File: config.mk
export PLATFORM = sky130hd
export DESIGN_NAME = register_file_dma_channel
export DESIGN_NICKNAME = d
export VERILOG_FILES = /design/src/include/dma_channel_pkg.sv /design/src/hw/register_file_dma_channel.sv
export VERILOG_INCLUDE_DIRS = /design/src /design/src/include
export SDC_FILE = /design/constraint.sdc
export NUM_CORES = 1
export LEC_CHECK = 0
export BUFFER_PORTS_ARGS = -buffer_cell sky130_fd_sc_hd__buf_2
export CORE_MARGIN = 2
export CORE_UTILIZATION = 40
export DETAILED_ROUTE_END_ITERATION = 7
export PLACE_DENSITY = 0.72
export SETUP_SLACK_MARGIN = 0.05
export SLEW_MARGIN = 0
export SYNTH_ARGS = -nofsm -noshare
export SYNTH_HDL_FRONTEND = slang
export SYNTH_SLANG_ARGS = --single-unit
File: constraint.sdc
create_clock -name sys_clk -period 6.6 [get_ports sys_clk]
set_clock_uncertainty 0.05 [all_clocks]
set_input_delay 0.33 -clock sys_clk [delete_from_list [all_inputs] [get_ports sys_clk]]
set_output_delay 0.33 -clock sys_clk [all_outputs]
set_load 0.03 [all_outputs]
File: src/include/dma_channel_consts.svh
// Offsets, field positions and reset values of the register-file DMA channel.
`ifndef DMA_CHANNEL_CONSTS_SVH
`define DMA_CHANNEL_CONSTS_SVH

// Register indices; the bus byte address is four times the index.
`define DMA_IDX_CONTROL      12'hFB0
`define DMA_IDX_PERIPH       12'hFB1
`define DMA_IDX_HIGH_NIBBLES 12'hFB2
`define DMA_IDX_START_LOW    12'hFB3
`define DMA_IDX_END_LOW      12'hFB4
`define DMA_IDX_IRQ_STATUS   12'hFB5
`define DMA_IDX_IRQ_MASK     12'hFB6

// Control register fields.
`define DMA_CTL_ENABLE       7
`define DMA_CTL_LOOP         6
`define DMA_CTL_DIR          5
`define DMA_CTL_IRQ_EN       4
`define DMA_CTL_WORD         3
`define DMA_CTL_TRIG_HI      2
`define DMA_CTL_TRIG_LO      0

// Trigger source codes.
`define DMA_TRIG_TIMER3      3'h3
`define DMA_TRIG_UART0       3'h4
`define DMA_TRIG_UART1       3'h5
`define DMA_TRIG_I2C         3'h6
`define DMA_TRIG_RESERVED    3'h7

// Peripheral control registers live on this register-file page.
`define DMA_PERIPH_PAGE      4'hF

// Interrupt status bit for end-address reached.
`define DMA_IRQ_END_BIT      0

// Reset values and bus answers.
`define DMA_REG_RESET        8'h00
`define AXI_RESP_OKAY        2'h0
`define AXI_RESP_SLVERR      2'h2

`endif

File: src/include/dma_channel_pkg.sv
// Types shared by the register-file DMA channel.
package dma_channel_pkg;

  // Transfer sequencer states.
  typedef enum logic [1:0] {
    ST_IDLE,
    ST_READ,
    ST_LATCH,
    ST_WRITE
  } dma_state_t;

endpackage : dma_channel_pkg

File: src/hw/register_file_dma_channel.sv
// Single DMA channel between the register file and peripheral registers, AXI4-Lite slave.
`timescale 1ns/10ps
`include "dma_channel_consts.svh"
// Function
// - 3-bit trigger selects timer, UART or I2C source.
// - Word bit: one or two bytes per request.
// - Interrupt-enable, with mask bit 0 set, raises interrupt after end-address transfer.
// - Direction bit: file-to-peripheral or peripheral-to-file.
// - Loop reloads start, else channel disables at end.
// - Requests serviced only while enable bit is set.
// - 12-bit start/end addresses; shared high nibble register.
// - Start low register reads back current address.
// - Peripheral address is byte on page F.

module register_file_dma_channel
  import dma_channel_pkg::*;
(
  input  wire logic        sys_clk,        // System clock, 50 MHz.
  input  wire logic        rst_b,          // Synchronous reset, active low.
  input  wire logic [15:0] s_axi_awaddr,   // Write address.
  input  wire logic        s_axi_awvalid,  // Write address valid.
  output logic             s_axi_awready,  // Write address ready.
  input  wire logic [31:0] s_axi_wdata,    // Write data.
  input  wire logic [3:0]  s_axi_wstrb,    // Write byte strobes.
  input  wire logic        s_axi_wvalid,   // Write data valid.
  output logic             s_axi_wready,   // Write data ready.
  output logic [1:0]       s_axi_bresp,    // Write response.
  output logic             s_axi_bvalid,   // Write response valid.
  input  wire logic        s_axi_bready,   // Write response ready.
  input  wire logic [15:0] s_axi_araddr,   // Read address.
  input  wire logic        s_axi_arvalid,  // Read address valid.
  output logic             s_axi_arready,  // Read address ready.
  output logic [31:0]      s_axi_rdata,    // Read data.
  output logic [1:0]       s_axi_rresp,    // Read response.
  output logic             s_axi_rvalid,   // Read data valid.
  input  wire logic        s_axi_rready,   // Read data ready.
  input  wire logic [3:0]  timerReq,       // Timer 0..3 request levels.
  input  wire logic        uart0RxValid,   // First UART receiver holds data.
  input  wire logic        uart1RxValid,   // Second UART receiver holds data.
  input  wire logic        i2cRxValid,     // I2C receiver holds data.
  output logic [11:0]      memAddr,        // Register-file space address.
  output logic             memRe,          // Read strobe, data next cycle.
  output logic             memWe,          // Write strobe.
  output logic [7:0]       memWrData,      // Write data.
  input  wire logic [7:0]  memRdData,      // Read data, valid cycle after memRe.
  output logic             irq             // Level interrupt.
);

  // ************************************************************
  // Registers and state
  // ************************************************************
  logic [7:0]  dmaControl;        // Control register.
  logic [7:0]  periphAddr;        // Peripheral low address byte.
  logic [11:0] startAddr;         // Loop reload address.
  logic [11:0] endAddr;           // Last address of the range.
  logic [11:0] curAddr;           // Register-file location in work.
  logic [7:0]  irqStatus;         // Sticky event bits.
  logic [7:0]  irqMask;           // Interrupt mask bits.
  dma_state_t  state;             // Sequencer state.
  logic        byteIdx;           // Byte within a word request.
  logic        reqPrev;           // Selected request last cycle.
  logic        reqSel;            // Selected request level.
  logic        reqEdge;           // Selected request rising edge.
  logic        endEvent;          // One-cycle pulse: end byte moved.
  logic [7:0]  periphLow;         // Peripheral byte for this step.
  // Write channel capture.
  logic        awHeld;            // Write address captured.
  logic        wHeld;             // Write data captured.
  logic [15:0] awAddr;            // Captured write address.
  logic [31:0] wData;             // Captured write data.
  logic [3:0]  wStrb;             // Captured strobes.
  logic        doWrite;           // Both halves present, commit now.
  logic        wrHit;             // Write address maps to a register.
  logic [11:0] wrIdx;             // Write register index.
  // Decode a byte address into a register index; flags mapped addresses.
  function automatic logic [12:0] regSel(input logic [15:0] addr);
    logic [11:0] idx;
    logic        hit;
    idx = addr[13:2];
    hit = (addr[15:14] == 2'b00) && (addr[1:0] == 2'b00) &&
          (idx >= `DMA_IDX_CONTROL) && (idx <= `DMA_IDX_IRQ_MASK);
    return {hit, idx};
  endfunction : regSel
  // Next register-file address, wrapping within 12 bits.
  function automatic logic [11:0] incAddr(input logic [11:0] addr);
    return addr + 12'h001;
  endfunction : incAddr
  assign {wrHit, wrIdx} = regSel(awAddr);
  assign doWrite        = awHeld && wHeld && !s_axi_bvalid;

  // ************************************************************
  // Request source selection
  // ************************************************************
  // Pick the trigger source; the reserved code never requests.
  always_comb begin
    case (dmaControl[`DMA_CTL_TRIG_HI:`DMA_CTL_TRIG_LO])
      `DMA_TRIG_UART0: reqSel = uart0RxValid;
      `DMA_TRIG_UART1: reqSel = uart1RxValid;
      `DMA_TRIG_I2C:   reqSel = i2cRxValid;
      `DMA_TRIG_RESERVED: reqSel = 1'b0;
      default:         reqSel = timerReq[dmaControl[1:0]];
    endcase
  end
  // Edges, not levels, start a request so a receiver that keeps its valid
  // high until drained is not serviced twice for one byte.
  always_ff @(posedge sys_clk) begin
    if (!rst_b) begin
      reqPrev <= 1'b0;
    end else begin
      reqPrev <= reqSel;
    end
  end
  assign reqEdge   = reqSel && !reqPrev;
  assign periphLow = periphAddr + {7'h00, byteIdx};

  // ************************************************************
  // Transfer sequencer and memory port
  // ************************************************************
  // One byte takes read, latch and write cycles; a word repeats it once.
  always_ff @(posedge sys_clk) begin
    if (!rst_b) begin
      state     <= ST_IDLE;
      byteIdx   <= 1'b0;
      memAddr   <= 12'h000;
      memRe     <= 1'b0;
      memWe     <= 1'b0;
      memWrData <= 8'h00;
    end else begin
      memRe <= 1'b0;
      memWe <= 1'b0;
      case (state)
        ST_IDLE: begin
          // Disabled channel ignores every request.
          if (dmaControl[`DMA_CTL_ENABLE] && reqEdge) begin
            byteIdx <= 1'b0;
            state   <= ST_READ;
            memRe   <= 1'b1;
            // Source side depends on the direction bit.
            memAddr <= dmaControl[`DMA_CTL_DIR] ? {`DMA_PERIPH_PAGE, periphAddr}
                                                 : curAddr;
          end
        end
        ST_READ: state <= ST_LATCH;  // Memory answers during this cycle.
        ST_LATCH: begin
          // Read data is valid now; present it to the destination.
          memWe     <= 1'b1;
          memWrData <= memRdData;
          memAddr   <= dmaControl[`DMA_CTL_DIR] ? curAddr
                                                 : {`DMA_PERIPH_PAGE, periphLow};
          state     <= ST_WRITE;
        end
        ST_WRITE: begin
          // A second byte follows unless the end address stopped the run.
          if (dmaControl[`DMA_CTL_WORD] && !byteIdx && !endEvent) begin
            byteIdx <= 1'b1;
            memRe   <= 1'b1;
            memAddr <= dmaControl[`DMA_CTL_DIR] ? {`DMA_PERIPH_PAGE, periphAddr + 8'h01}
                                                 : incAddr(curAddr);
            state   <= ST_READ;
          end else begin
            state <= ST_IDLE;
          end
        end
        default: state <= ST_IDLE;  // Recover from any stray encoding.
      endcase
    end
  end
  // The byte just written was at the end address.
  assign endEvent = (state == ST_WRITE) && (curAddr == endAddr);

  // ************************************************************
  // Software registers and current address
  // ************************************************************
  // Software writes and hardware updates share this block; hardware's
  // end-of-range actions are applied last so they win a same-cycle write.
  always_ff @(posedge sys_clk) begin
    if (!rst_b) begin
      dmaControl <= `DMA_REG_RESET;
      periphAddr <= `DMA_REG_RESET;
      startAddr  <= 12'h000;
      endAddr    <= 12'h000;
      curAddr    <= 12'h000;
      irqMask    <= `DMA_REG_RESET;
    end else begin
      if (doWrite && wrHit && wStrb[0]) begin
        case (wrIdx)
          `DMA_IDX_CONTROL: dmaControl <= wData[7:0];
          `DMA_IDX_PERIPH:  periphAddr <= wData[7:0];
          `DMA_IDX_HIGH_NIBBLES: begin
            startAddr[11:8] <= wData[3:0];
            curAddr[11:8]   <= wData[3:0];
            endAddr[11:8]   <= wData[7:4];
          end
          `DMA_IDX_START_LOW: begin
            startAddr[7:0] <= wData[7:0];
            curAddr[7:0]   <= wData[7:0];
          end
          `DMA_IDX_END_LOW:  endAddr[7:0] <= wData[7:0];
          `DMA_IDX_IRQ_MASK: irqMask      <= wData[7:0];
          default: ;  // Status clears live in their own block.
        endcase
      end
      if (state == ST_WRITE) begin
        if (endEvent) begin
          // Loop reloads the start; otherwise the channel stops itself.
          if (dmaControl[`DMA_CTL_LOOP]) begin
            curAddr <= startAddr;
          end else begin
            curAddr                      <= incAddr(curAddr);
            dmaControl[`DMA_CTL_ENABLE] <= 1'b0;
          end
        end else begin
          curAddr <= incAddr(curAddr);
        end
      end
    end
  end

  // ************************************************************
  // Interrupt status
  // ************************************************************
  // Write-one-to-clear; a new event in the same cycle wins over the clear.
  always_ff @(posedge sys_clk) begin
    if (!rst_b) begin
      irqStatus <= `DMA_REG_RESET;
    end else begin
      if (doWrite && wrHit && wStrb[0] && (wrIdx == `DMA_IDX_IRQ_STATUS)) begin
        irqStatus <= irqStatus & ~wData[7:0];
      end
      if (endEvent && dmaControl[`DMA_CTL_IRQ_EN]) begin
        irqStatus[`DMA_IRQ_END_BIT] <= 1'b1;
      end
    end
  end
  assign irq = |(irqStatus & irqMask);

  // ************************************************************
  // AXI4-Lite write channel
  // ************************************************************
  assign s_axi_awready = !awHeld && !s_axi_bvalid;
  assign s_axi_wready  = !wHeld && !s_axi_bvalid;
  // Address and data are taken in either order; the answer follows both.
  always_ff @(posedge sys_clk) begin
    if (!rst_b) begin
      awHeld       <= 1'b0;
      wHeld        <= 1'b0;
      awAddr       <= 16'h0000;
      wData        <= 32'h0000_0000;
      wStrb        <= 4'h0;
      s_axi_bvalid <= 1'b0;
      s_axi_bresp  <= `AXI_RESP_OKAY;
    end else begin
      if (s_axi_awvalid && s_axi_awready) begin
        awHeld <= 1'b1;
        awAddr <= s_axi_awaddr;
      end
      if (s_axi_wvalid && s_axi_wready) begin
        wHeld <= 1'b1;
        wData <= s_axi_wdata;
        wStrb <= s_axi_wstrb;
      end
      if (doWrite) begin
        awHeld       <= 1'b0;
        wHeld        <= 1'b0;
        s_axi_bvalid <= 1'b1;
        s_axi_bresp  <= wrHit ? `AXI_RESP_OKAY : `AXI_RESP_SLVERR;
      end else if (s_axi_bvalid && s_axi_bready) begin
        s_axi_bvalid <= 1'b0;
      end
    end
  end

  // ************************************************************
  // AXI4-Lite read channel
  // ************************************************************
  logic        rdHit;  // Read address maps to a register.
  logic [11:0] rdIdx;  // Read register index.
  logic [7:0]  rdByte; // Selected register value.
  assign {rdHit, rdIdx} = regSel(s_axi_araddr);
  assign s_axi_arready  = !s_axi_rvalid;
  // Register read mux; start low shows the live current address.
  always_comb begin
    case (rdIdx)
      `DMA_IDX_CONTROL:      rdByte = dmaControl;
      `DMA_IDX_PERIPH:       rdByte = periphAddr;
      `DMA_IDX_HIGH_NIBBLES: rdByte = {endAddr[11:8], curAddr[11:8]};
      `DMA_IDX_START_LOW:    rdByte = curAddr[7:0];
      `DMA_IDX_END_LOW:      rdByte = endAddr[7:0];
      `DMA_IDX_IRQ_STATUS:   rdByte = irqStatus;
      `DMA_IDX_IRQ_MASK:     rdByte = irqMask;
      default:               rdByte = 8'h00;
    endcase
  end
  // One read in flight; data held until the master takes it.
  always_ff @(posedge sys_clk) begin
    if (!rst_b) begin
      s_axi_rvalid <= 1'b0;
      s_axi_rdata  <= 32'h0000_0000;
      s_axi_rresp  <= `AXI_RESP_OKAY;
    end else if (s_axi_arvalid && s_axi_arready) begin
      s_axi_rvalid <= 1'b1;
      s_axi_rdata  <= rdHit ? {24'h000000, rdByte} : 32'h0000_0000;
      s_axi_rresp  <= rdHit ? `AXI_RESP_OKAY : `AXI_RESP_SLVERR;
    end else if (s_axi_rvalid && s_axi_rready) begin
      s_axi_rvalid <= 1'b0;
    end
  end
endmodule : register_file_dma_channel

==> impl_metrics.csv <==
group,metric,value,unit
critical_path,path_class,"flop to flop",
critical_path,r2r-end,"irqStatus[0]",
route,drtIter0Drc,456,
timing,period_needed,2.96,ns
placed_design,portBuffers,100,
timing,max_freq,0.338,GHz
timing,tns,0,ns
route,final_antenna_net_count,0,
critical_path,crit_path_end,"irqStatus[0]",
route,first_pass_iters,7,
clocking,ctsHtreeMaxLevel,4,
grt,grt_pass1_wl,27.9,mm
route,routed_wirelength,17.8,mm
grt,grt_overflow,0,
route,vias,5868,
clocking,clock_sinks,133,
hold_path,hp-start,"s_axi_rready",
power_and_ir_drop,ir_worst_vdd,207,uV
timing,maxSlewViolCount,0,
critical_path,ff2ff_setup_slack,3.64,ns
critical_path,r2r_cells,6,
timing,setup_violations,0,
grt,grtUsageTotal,19.4,%
logic_synthesis,ys_seq_elements,133,
logic_synthesis,seq_area_frac_synth,38.3,%
critical_path,crit_required,6.82,ns
logic_synthesis,synth_edf_count,0,
clocking,clk_pin_slew,0.06,ns
clocking,clockBufferDepth,2,
floorplanning,rows,48,
critical_path,critPathLaunchType,"flop",
critical_path,crit_path_start,"awAddr[0]",
floorplanning,dieArea,18400,um^2
placed_design,dpl.hpwl,12.0,mm
floorplanning,coreArea,17100,um^2
finish,final_area,8040,um^2
finish,layout_commonest_cell,"dfxtp_1",
route,drc,0,
timing,worstMarginPinSlew,1.03,ns
logic_synthesis,synthArstFlopShare,0,%
timing,finalCritPeriodShare,44.8,%
run,drv_cap,0,
timing,grt_setup_unrepaired,"false",
placed_design,place_congestion,0.899,
finish,syn_to_final_growth,15.6,%
floorplanning,die-height,136,um
route,wl_per_cell,16.3,um
floorplanning,num_io_pins,154,
power_and_ir_drop,power,2060,uW
clocking,cts_buffers,17,
floorplanning,die_w,136,um
clocking,clock_latency,0.43,ns
logic_synthesis,synth_ff_type,"dfxtp_1",
clocking,clock-root-buffer,"clkbuf_16",
logic_synthesis,syn_inst,803,
grt,antenna_found_initial,1,
critical_path,path_max_fanout,8,
timing,fin_hold_ws,0.0364,ns
finish,finalNetCount,957,
logic_synthesis,avgSynthCellArea,8.66,um^2
floorplanning,start_util,40.6,%
logic_synthesis,yosysWarnings,0,
finish,layout_common_cells,"dfxtp_1, nand2_1, buf_2, mux2i_1, nor2_1",
route,viasPerCell,5.35,
power_and_ir_drop,leakagePower,0.00315,uW
finish,drive_gt1_share,20.2,%
finish,antenna_cells,0,
placed_design,place_ws,3.61,ns
critical_path,r2r_start,"awAddr[0]",
logic_synthesis,synth_cell_types,61,
timing,hold_viol,0,
grt,grt_max_degree,96,
timing,max_slew_margin,31.5,%
clocking,hold_buffers,0,
power_and_ir_drop,powerDensity,257,nW/um^2
status,status,"finished clean",
hold_path,hp-class,"input port to flop",
clocking,cts_resized,0,
critical_path,end_kind,"flop",
clocking,postCtsSetupRepairBufs,0,
clocking,cts_tree,"done",
critical_path,crit_arrival,3.18,ns
logic_synthesis,synth_area,6950,um^2
placed_design,place_area,7410,um^2
grt,first_global_vias,5275,
timing,setup_slack,3.64,ns
==> how the worst min path moves through the flow <==
stage / endpoint / slack [ns] / depth (start not counted)
final: s_axi_rvalid / 0.04 / 2
after global routing: s_axi_rvalid / 0.03 / 2
after CTS: s_axi_rvalid / 0.02 / 2
after detailed placement: irqStatus[3] / 0.39 / 2
after global placement: s_axi_rdata[5] / 0.38 / 2
after floorplan: irqStatus[6] / 0.37 / 2
==> cell usage after synthesis (all sizes together), types with 3 or more instances <==
library cell,number,area (um^2)
nor2,81,304
a31oi,6,37.5
o32ai,3,26.3
xnor2,23,201
o21ai,38,190
mux2,16,180
and3,3,18.8
inv,11,41.3
a22o,3,26.3
a221oi,3,26.3
dfxtp,133,2660
a221o,6,60.1
buf,36,250
o41ai,3,26.3
nor3,13,80.1
mux2i,87,871
nand2,101,379
o211ai,7,52.6
a22oi,9,67.6
nor4,6,88.8
nand4,8,50.1
a21oi,59,295
a211oi,4,30.0
nand3b,4,30.0
nor2b,5,31.3
xor2,9,78.8
clkbuf,60,226
nand2b,6,37.5
and4,3,26.3
ha,9,113
and2,3,18.8
mux4,7,158
nand3,15,75.1
==> where the power goes <==
group          switching [uW]  internal (uW)  total, uW
registers                28.9            828        857
clock network             390            615       1010
logic                     136           66.1        202
==> critical path: stages, from the launching register on <==
cell	delay (ns)
dfxtp_1	0.32
nor4_2	0.27
nand4_1	0.22
or4_1	0.76
nor4b_2	0.88
a21bo_2	0.25
a21oi_1	0.06
==> state kept, by name, summed over array words and instances (netlist names), 2 cells and up <==
name         flops
endAddr         12
wData            8
periphAddr       8
memWrData        8
state            2
memAddr         12
startAddr       12
s_axi_rdata      8
irqStatus        8
awAddr          16
irqMask          8
curAddr         12
dmaControl       8
==> area by class of cell <==
type	count	area (um^2)
fill	1630	9080
multi-input combinational	588	3870
sequential	133	2660
timing repair buffer	107	553
clock buffer	18	439
tap	225	282
clock inverter	14	186
inverter	11	41.3
==> through the flow <==
stage          utilization (%)  std cells
2_1_floorplan                -        828
3_3_place_gp              43.3       1064
3_5_place_dp              43.3       1064
4_1_cts                   47.0       1096
5_1_grt                   47.0       1096
6_report                  47.0       1096
==> logic make-up after synthesis <==
kind of cell | count (synthesis) | share of synthesized area, %
AO/OA/AOI/OAI | 155 | 13.8
adder cells (fa/ha/maj) | 9 | 1.62
XOR/XNOR | 32 | 4.03
flip-flops | 133 | 38.3
multiplexers | 110 | 17.4
buffers and inverters | 107 | 7.45
other | 1 | 0.0539
AND/OR/NAND/NOR | 256 | 17.4
==> per-layer routing <==
| layer | global-route usage (%) | up-vias | part of all wire (%) |
|---|---|---|---|
| li1 | - | 2885 | - |
| met1 | 25.4 | 2745 | 46 |
| met2 | 30.6 | 202 | 45 |
| met3 | 4.81 | 34 | 6.8 |
| met4 | 7.70 | 2 | 2.3 |
| met5 | 0 | - | 0.067 |
Note: power is estimated with default switching activity, not from simulation.
